### src/rxtx_pkg.sv
// Package: register map, field layout and shared types of the receive status / undershoot block
package rxtx_pkg;

	// ************************************************
	// Register map
	// ************************************************
	localparam logic [6:0]  ADDR_RECV_STATUS   = 7'h13;
	localparam logic [6:0]  ADDR_TX_FALL_SHAPE = 7'h14;

	// ************************************************
	// Field positions and widths
	// ************************************************
	localparam int          COLL_POS_LSB   = 19;
	localparam int          COLL_POS_W     = 7;
	localparam int          COLL_SEEN_BIT  = 18;
	localparam int          FRAME_ERR_BIT  = 17;
	localparam int          CHECK_ERR_BIT  = 16;
	localparam int          LAST_BITS_LSB  = 13;
	localparam int          LAST_BITS_W    = 3;
	localparam int          FRAMES_LSB     = 9;
	localparam int          FRAMES_W       = 4;
	localparam int          BYTES_LSB      = 0;
	localparam int          BYTES_W        = 9;
	localparam int          PATTERN_LSB    = 16;
	localparam int          PATTERN_W      = 16;
	localparam int          SHAPE_LEN_LSB  = 1;
	localparam int          SHAPE_LEN_W    = 4;
	localparam int          SHAPE_EN_BIT   = 0;
	localparam int          ALIGN_W        = 3;

	// ************************************************
	// Reset values
	// ************************************************
	localparam logic [31:0] RST_RECV_STATUS = 32'h0000_0000;
	localparam logic [31:0] RST_FALL_SHAPE = 32'h0000_0000;
	localparam logic [3:0]  RST_COUNT4     = 4'h0;

	// ************************************************
	// Types
	// ************************************************
	typedef struct packed {
		logic [6:0] first_collision_position;
		logic       coll_seen;
		logic       framing_fault;
		logic       check_fault;
		logic [2:0] last_bits;
		logic [3:0] frames;
		logic [8:0] bytes;
	} rxtx_status_s;

	typedef struct packed {
		logic [15:0] pattern;
		logic [3:0]  falling_edge_shape_length;
		logic        falling_edge_shaping_on;
	} rxtx_shape_s;

	// Receiver events reported by the decoder, one-cycle pulses except levels noted
	typedef struct packed {
		logic       rx_start;      // Reception of a new frame begins
		logic       bit_valid;     // One data bit decoded
		logic       bit_coll;      // That data bit collided
		logic       byte_done;     // One data byte completed
		logic       proto_err;     // Stop bit / SOF / EOF / byte count fault
		logic       parity_err;
		logic       crc_err;
		logic       frame_end;     // Frame finished, with last_bits below
		logic [2:0] last_bits;
		logic       rx_done;       // Receive-done interrupt raised
	} rxtx_rx_ev_s;

	typedef enum logic [1:0] {
		RXTX_SH_IDLE,
		RXTX_SH_RUN
	} rxtx_shape_e;

endpackage : rxtx_pkg

### src/rxtx_status_core.sv
// Receive status tracking: collision position, fault flags and counts
`timescale 1ns/100ps

module rxtx_status_core
	import rxtx_pkg::*;
(
	input  wire logic              i_clk,
	input  wire logic              i_rst,
	input  wire rxtx_rx_ev_s       i_ev,
	input  wire logic [2:0]        i_align,
	input  wire logic              i_coll_mode_ok,
	input  wire logic              i_rev_parity_stop,
	input  wire logic              i_multi_frame_receive_on,
	output logic                   o_stopped,
	output rxtx_status_s           o_status
);

	rxtx_status_s status_r;
	rxtx_status_s status_nxt;
	logic         stopped_r;
	logic         stopped_nxt;
	logic         pos_locked_r;
	logic         pos_locked_nxt;
	logic [6:0]   bit_cnt_r;
	logic [6:0]   bit_cnt_nxt;
	logic [8:0]   byte_cnt_r;
	logic [8:0]   byte_cnt_nxt;
	logic         live;

	always_comb
	begin
		status_nxt     = status_r;
		stopped_nxt    = stopped_r;
		pos_locked_nxt = pos_locked_r;
		bit_cnt_nxt    = bit_cnt_r;
		byte_cnt_nxt   = byte_cnt_r;
		live           = !stopped_r;
		if (i_ev.rx_start)
		begin
			status_nxt.framing_fault = 1'b0;
			status_nxt.check_fault   = 1'b0;
			stopped_nxt              = 1'b0;
			pos_locked_nxt           = 1'b0;
			// Position starts at the alignment offset
			bit_cnt_nxt              = {4'h0, i_align};
			byte_cnt_nxt             = 9'h000;
			live                     = 1'b1;
			if (!i_multi_frame_receive_on)
			begin
				status_nxt.coll_seen                = 1'b0;
				status_nxt.first_collision_position = 7'h00;
			end
		end
		if (live && i_ev.bit_valid)
		begin
			// Only data bits advance the position
			if (i_ev.bit_coll && !pos_locked_nxt)
			begin
				status_nxt.coll_seen = 1'b1;
				pos_locked_nxt       = 1'b1;
				// Meaningful only in the collision-capable modes
				if (i_coll_mode_ok)
					status_nxt.first_collision_position = bit_cnt_nxt;
			end
			bit_cnt_nxt = bit_cnt_nxt + 7'h01;
		end
		if (live && i_ev.byte_done)
			byte_cnt_nxt = byte_cnt_nxt + 9'h001;
		if (live && (i_ev.crc_err || (i_ev.parity_err && !i_rev_parity_stop)))
			status_nxt.check_fault = 1'b1;
		if (live && i_ev.proto_err)
		begin
			status_nxt.framing_fault = 1'b1;
			stopped_nxt              = 1'b1;
		end
		if (live && i_ev.frame_end)
			status_nxt.last_bits = i_ev.last_bits;
		if (i_ev.rx_done)
		begin
			// Counts are latched on receive-done and held until the next receive-done
			status_nxt.bytes = byte_cnt_nxt;
			if (i_multi_frame_receive_on)
				status_nxt.frames = status_r.frames + 4'h1;
			else
				status_nxt.frames = RST_COUNT4;
		end
	end

	always_ff @(posedge i_clk or posedge i_rst)
	begin
		if (i_rst)
		begin
			status_r     <= rxtx_status_s'(RST_RECV_STATUS[25:0]);
			stopped_r    <= 1'b0;
			pos_locked_r <= 1'b0;
			bit_cnt_r    <= 7'h00;
			byte_cnt_r   <= 9'h000;
		end
		else
		begin
			status_r     <= status_nxt;
			stopped_r    <= stopped_nxt;
			pos_locked_r <= pos_locked_nxt;
			bit_cnt_r    <= bit_cnt_nxt;
			byte_cnt_r   <= byte_cnt_nxt;
		end
	end

	assign o_status  = status_r;
	assign o_stopped = stopped_r;

endmodule // rxtx_status_core

### src/rxtx_shaper.sv
// Falling-edge undershoot shaping of the transmit modulation stream
`timescale 1ns/100ps

module rxtx_shaper
	import rxtx_pkg::*;
(
	input  wire logic              i_clk,
	input  wire logic              i_rst,
	input  wire rxtx_shape_s       i_cfg,
	input  wire logic              i_tx_mod,
	output logic                   o_tx_mod
);

	rxtx_shape_e state_r;
	rxtx_shape_e state_nxt;
	logic [3:0]  idx_r;
	logic [3:0]  idx_nxt;
	logic        prev_r;
	logic        out_r;
	logic        out_nxt;
	logic        fall;

	// Pattern bits replace the stream from the edge on, LSB first
	always_comb
	begin
		fall      = prev_r && !i_tx_mod;
		state_nxt = state_r;
		idx_nxt   = idx_r;
		out_nxt   = i_tx_mod;
		case (state_r)
			RXTX_SH_IDLE:
			begin
				if (fall && i_cfg.falling_edge_shaping_on)
				begin
					out_nxt = i_cfg.pattern[0];
					idx_nxt = 4'h1;
					if (i_cfg.falling_edge_shape_length != 4'h0)
						state_nxt = RXTX_SH_RUN;
				end
			end
			RXTX_SH_RUN:
			begin
				if (!i_cfg.falling_edge_shaping_on)
					state_nxt = RXTX_SH_IDLE;
				else
				begin
					// Length plus one bits in total, the rest ignored
					out_nxt = i_cfg.pattern[idx_r];
					idx_nxt = idx_r + 4'h1;
					if (idx_r >= i_cfg.falling_edge_shape_length)
						state_nxt = RXTX_SH_IDLE;
				end
			end
			default:
				state_nxt = RXTX_SH_IDLE;
		endcase
	end

	always_ff @(posedge i_clk or posedge i_rst)
	begin
		if (i_rst)
		begin
			state_r <= RXTX_SH_IDLE;
			idx_r   <= 4'h0;
			prev_r  <= 1'b0;
			out_r   <= 1'b0;
		end
		else
		begin
			state_r <= state_nxt;
			idx_r   <= idx_nxt;
			prev_r  <= i_tx_mod;
			out_r   <= out_nxt;
		end
	end

	assign o_tx_mod = out_r;

endmodule // rxtx_shaper

### src/rxtx_regs.sv
// Top: receiver status and falling-edge shaping registers with their logic
//
// Notes on behaviour
// Collision position counts data bits only.
// Position meaningful only in collision-capable modes.
// Nonzero receive alignment adds into position.
// Collision sets collision-seen flag.
// Protocol error sets framing-fault flag.
// Protocol error stops reception of frame.
// Next reception start clears both fault flags.
// Parity or CRC mismatch sets check-fault.
// Reversed-parity stop suppresses parity check-fault.
// Valid bits of last byte reported.
// Frame count updates on receive-done.
// Byte count valid from done until restart.
// Pattern follows each falling modulation edge that comes while no pattern is running.
// Length plus one bits, LSB first.
// Shaping only while enable bit set.
// Alignment sets storage position of first bit.
// Status reads have no side effects.
`timescale 1ns/100ps

module rxtx_regs
	import rxtx_pkg::*;
(
	input  wire logic              i_clk,
	input  wire logic              i_rst,
	input  wire logic [6:0]        i_addr,
	input  wire logic              i_wr,
	input  wire logic              i_rd,
	input  wire logic [31:0]       i_wdata,
	output logic [31:0]            o_rdata,
	output logic                   o_rvalid,
	input  wire rxtx_rx_ev_s       i_rx_ev,
	input  wire logic [2:0]        i_align,
	input  wire logic              i_coll_mode_ok,
	input  wire logic              i_rev_parity_stop,
	input  wire logic              i_multi_frame_receive_on,
	output logic                   o_rx_stopped,
	input  wire logic              i_tx_mod,
	output logic                   o_tx_mod
);

	// ************************************************
	// Shaping configuration register
	// ************************************************
	rxtx_shape_s  shape_r;
	rxtx_shape_s  shape_nxt;
	logic [31:0]  rdata_r;
	logic [31:0]  rdata_nxt;
	logic         rvalid_r;
	rxtx_status_s status;

	always_comb
	begin
		shape_nxt = shape_r;
		if (i_wr && i_addr == ADDR_TX_FALL_SHAPE)
		begin
			shape_nxt.pattern                   = i_wdata[PATTERN_LSB +: PATTERN_W];
			shape_nxt.falling_edge_shape_length = i_wdata[SHAPE_LEN_LSB +: SHAPE_LEN_W];
			shape_nxt.falling_edge_shaping_on   = i_wdata[SHAPE_EN_BIT];
		end
	end

	// ************************************************
	// Read path
	// ************************************************
	// Reads only select data; status is never touched here
	always_comb
	begin
		rdata_nxt = rdata_r;
		if (i_rd)
		begin
			case (i_addr)
				ADDR_RECV_STATUS:
					rdata_nxt = {6'h00, status};
				ADDR_TX_FALL_SHAPE:
					rdata_nxt = {shape_r.pattern, 11'h000,
						shape_r.falling_edge_shape_length,
						shape_r.falling_edge_shaping_on};
				default:
					rdata_nxt = 32'h0000_0000;
			endcase
		end
	end

	always_ff @(posedge i_clk or posedge i_rst)
	begin
		if (i_rst)
		begin
			shape_r  <= rxtx_shape_s'(RST_FALL_SHAPE[20:0]);
			rdata_r  <= 32'h0000_0000;
			rvalid_r <= 1'b0;
		end
		else
		begin
			shape_r  <= shape_nxt;
			rdata_r  <= rdata_nxt;
			rvalid_r <= i_rd;
		end
	end

	assign o_rdata  = rdata_r;
	assign o_rvalid = rvalid_r;

	// ************************************************
	// Sub-blocks
	// ************************************************
	rxtx_status_core u_status (
		.i_clk                    (i_clk),
		.i_rst                    (i_rst),
		.i_ev                     (i_rx_ev),
		.i_align                  (i_align),
		.i_coll_mode_ok           (i_coll_mode_ok),
		.i_rev_parity_stop        (i_rev_parity_stop),
		.i_multi_frame_receive_on (i_multi_frame_receive_on),
		.o_stopped                (o_rx_stopped),
		.o_status                 (status)
	);

	rxtx_shaper u_shaper (
		.i_clk    (i_clk),
		.i_rst    (i_rst),
		.i_cfg    (shape_r),
		.i_tx_mod (i_tx_mod),
		.o_tx_mod (o_tx_mod)
	);

endmodule // rxtx_regs

### config.mk
export PLATFORM = sky130hd
export DESIGN_NAME = rxtx_regs
export DESIGN_NICKNAME = d
export VERILOG_FILES = /design/src/rxtx_pkg.sv /design/src/rxtx_status_core.sv /design/src/rxtx_shaper.sv /design/src/rxtx_regs.sv
export SDC_FILE = /design/constraint.sdc
export NUM_CORES = 1
export LEC_CHECK = 0
export BUFFER_PORTS_ARGS = -buffer_cell sky130_fd_sc_hd__buf_4
export CAP_MARGIN = 5
export CORE_ASPECT_RATIO = 1.4
export CORE_MARGIN = 1.5
export CORE_UTILIZATION = 45
export DETAILED_ROUTE_END_ITERATION = 7
export HOLD_SLACK_MARGIN = 0.06
export PLACE_DENSITY = 0.68
export REMOVE_ABC_BUFFERS = 1
export SYNTH_ARGS = -nofsm -noshare
export SYNTH_HDL_FRONTEND = slang
export SYNTH_SLANG_ARGS = --single-unit
### constraint.sdc
create_clock -name i_clk -period 3.7 [get_ports i_clk]
set_input_delay 0 -clock i_clk [delete_from_list [all_inputs] [get_ports i_clk]]
set_output_delay 0 -clock i_clk [all_outputs]
set_load 0.01 [all_outputs]
==> impl_metrics.tcl <==
set metrics [dict create \
    rr_endpoint "u_status.o_status[10]" \
    yosysSeqAreaShare 0.550 \
    maxCapViolCount 0 \
    ant_nets 0 \
    synthArstFlopShare 1.00 \
    r2r_cells 5 \
    gr-total-overflow 0 \
    cts_resized 0 \
    synthSimpleGateAreaFrac 0.127 \
    finalCritPeriodShare 0.568 \
    synth_compound_area_frac 0.114 \
    worst-path-buf-inv 2 \
    ioPinCount 97 \
    ys_types 44 \
    post_cts_buffers 0 \
    p_per_area_nw_per_um2 418 \
    core_area_um2 10300 \
    netlist_instances 427 \
    die_x_um 89.7 \
    worst_skew_pair.late_latency_ps 340 \
    antenna_found_initial 0 \
    grt_pass1_wl_um 17600 \
    avgSynthCellArea_um2 11.1 \
    drcViolationCount 0 \
    synth_edf_count 0 \
    cts.clk_slew.worst_paths_ps 70 \
    synth_top_family_by_area "simple AND/OR/NAND/NOR gates" \
    total_leakage_power_uw 0.00292 \
    end_kind "flip-flop" \
    synthAdderAreaFrac 0.0212 \
    worst-path-max-fanout 4 \
    port_buffers 85 \
    layoutNonFillerInstCount 687 \
    yosysWarnings 0 \
    cts_buffer_depth 2 \
    dp.cells 631 \
    synthMuxAreaShare 0.120 \
    drive_gt1_frac 0.253 \
    outcome "finished, final reports clean" \
    grt_pass1_vias 3587 \
    numCtsBuffers 9 \
    cp_slowest_cell "dlygate4sd3_1" \
    rsz0062_at_grt "no" \
    hp-class "input pin to flip-flop" \
    whs_path_depth 3 \
    setup_violations 0 \
    max_freq_mhz 476 \
    peakVddDrop_mv 0.191 \
    holdPathEnd "u_status.o_status[13]" \
    syn_area_um2 4730 \
    synth-xor-area-share 0.0204 \
    vias_per_cell 5.19 \
    worstSetupPathType "flip-flop to flip-flop" \
    slowest_delay_ps 560 \
    synth-main-ff-cell "dfrtp_1" \
    critical_path_arrival_ps 2320 \
    areaGrowthSynthToFinish_pct 30.8 \
    reg2reg_from "u_status.o_status[9]" \
    vias 3568 \
    r2r_slack_ps 1600 \
    wl_um 10600 \
    tightest_slew_ps 1090 \
    fin_tns_setup_ps 0 \
    dieHeight_um 124 \
    clockRootBuffer "clkbuf_16" \
    hold_buffers 41 \
    drtIter0Drc 142 \
    die_area_um2 11100 \
    crit_top_cell "dlygate4sd3_1" \
    grt.total_usage 0.206 \
    drt_pass1_iterations 4 \
    clock_sinks 104 \
    crit_cells 5 \
    timing.final.crit_period_ps 2100 \
    worstSetupStartpointType "flip-flop" \
    rows 44 \
    htree_num_levels 3 \
    finalPower_uw 2590 \
    relSlewSlack 0.270 \
    cp.required_ps 3920 \
    cts_tree "yes" \
    place_congestion 0.784 \
    antenna_cells 0 \
    dp_hpwl_um 7120 \
    maxSlewViolCount 0 \
    grt_max_degree 73 \
    finalHoldViolations 0 \
    cp_cell_sequence "ha_1 > nand3_1 > dlygate4sd3_1 > o21ai_0 > dlygate4sd3_1" \
    min_from "i_rx_ev[4]" \
    path_delay_family "buffers and inverters" \
    fin_skew_ps 4.41 \
    ys_seq_elements 104 \
    initial_utilization 0.460 \
    wl_per_cell_um 15.4 \
    layout.nets 615 \
]
==> cell usage in the layout (no fill, tap or decap), types with 3 or more instances in the layout <==
cell             n
a21oi_1         20
a22oi_1         17
buf_4           88
clkbuf_16        9
clkbuf_8         3
dfrtp_1        104
dlygate4sd3_1   41
ha_1             8
inv_1           31
mux2_2          11
mux2_4          20
mux2i_1         12
nand2_1         22
nand2b_1         4
nand3_1         35
nor2_1          28
nor2b_1          9
nor3_1           3
nor4_1           3
o21ai_0         33
o22ai_1          3
xnor2_1          7
xor2_1           4
==> synthesized netlist by cell type, drive strengths merged (2+ instances only) <==
master | instances | area, um2
dfrtp | 104 | 2600
nor2 | 28 | 105
nor3 | 4 | 25.0
a21oi | 20 | 100
clkbuf | 14 | 52.6
a21o | 2 | 15.0
nand4 | 2 | 12.5
o211ai | 2 | 15.0
nor2b | 9 | 56.3
nor4 | 3 | 18.8
xor2 | 4 | 35.0
o31ai | 2 | 15.0
nand2b | 4 | 25.0
and3 | 2 | 12.5
o21ai | 33 | 165
a31oi | 2 | 12.5
nand2 | 22 | 82.6
a22oi | 17 | 128
a32o | 2 | 20.0
mux2i | 12 | 120
inv | 32 | 120
a22o | 2 | 17.5
nor4b | 3 | 41.3
ha | 8 | 100
o22ai | 3 | 18.8
mux2 | 31 | 424
xnor2 | 7 | 61.3
buf | 8 | 50.1
nand3 | 35 | 175
==> layout make-up <==
cell class | count | area, um2
sequential | 104 | 2600
timing repair buffer | 129 | 1070
fill | 852 | 4110
tap | 138 | 173
clock inverter | 2 | 37.5
inverter | 32 | 123
clock buffer | 13 | 270
multi-input combinational | 269 | 1910
==> tightest hold or removal path, delay by kind of cell <==
kind                   cells  cell delay, ps
multiplexers               1             160
buffers and inverters      1             110
AND/OR/NAND/NOR            1             100
==> worst max path at each step <==
stage	from	to	slack [ps]
2_1_floorplan	i_rst	o_rdata[0]	970
3_3_place_gp	i_addr[5]	shape_r[7]	1650
3_5_place_dp	i_addr[5]	shape_r[10]	1630
4_1_cts	u_status.o_status[9]	u_status.o_status[10]	1610
5_1_grt	u_status.o_status[9]	u_status.o_status[10]	1510
6_report	u_status.o_status[9]	u_status.o_status[10]	1600
==> metal layers <==
metal / up-vias / track usage / wire length [um]
met2: 62 / 0.341 / 5700
met4: 0 / 0.103 / 306
met5: - / 0 / 0
met1: 1765 / 0.260 / 4360
li1: 1724 / - / -
met3: 17 / 0.0219 / 223
==> power breakdown <==
group          internal (uW)  switching, uW  total (uW)
Clock                    576            393         969
Combinational            183            145         328
Sequential              1210           83.1        1290
==> logic make-up (layout without fill, tap and decap cells) <==
kind of cell | count (synthesis) | after routing
AO/OA/AOI/OAI | 89 | 89
XOR/XNOR | 11 | 11
adder cells (fa/ha/maj) | 8 | 8
buffers and inverters | 54 | 176
flip-flops | 104 | 104
multiplexers | 44 | 44
AND/OR/NAND/NOR | 117 | 117
==> per-stage QoR <==
step / instance area [um2] / worst slack, ps / hold slack [ps] / utilization
2_1_floorplan: 4630 / 968 / 31.4 / -
3_3_place_gp: 5470 / 1650 / 132 / 0.531
3_5_place_dp: 5470 / 1630 / 135 / 0.531
4_1_cts: 6190 / 1610 / 71.2 / 0.601
5_1_grt: 6190 / 1510 / 88.2 / 0.601
6_report: 6190 / 1600 / 65.4 / 0.601
==> sequential cells by signal (all words and copies together), names as in the netlist <==
register and count:
u_status.bit_cnt_r 7, o_rvalid 1, u_status.byte_cnt_r 9, u_status.o_status 25, u_shaper.state_r 1, u_status.o_stopped 1, shape_r 21, u_status.pos_locked_r 1
u_shaper.o_tx_mod 1, u_shaper.idx_r 4, u_shaper.prev_r 1, o_rdata 32
(Power assumes the default switching activity.)
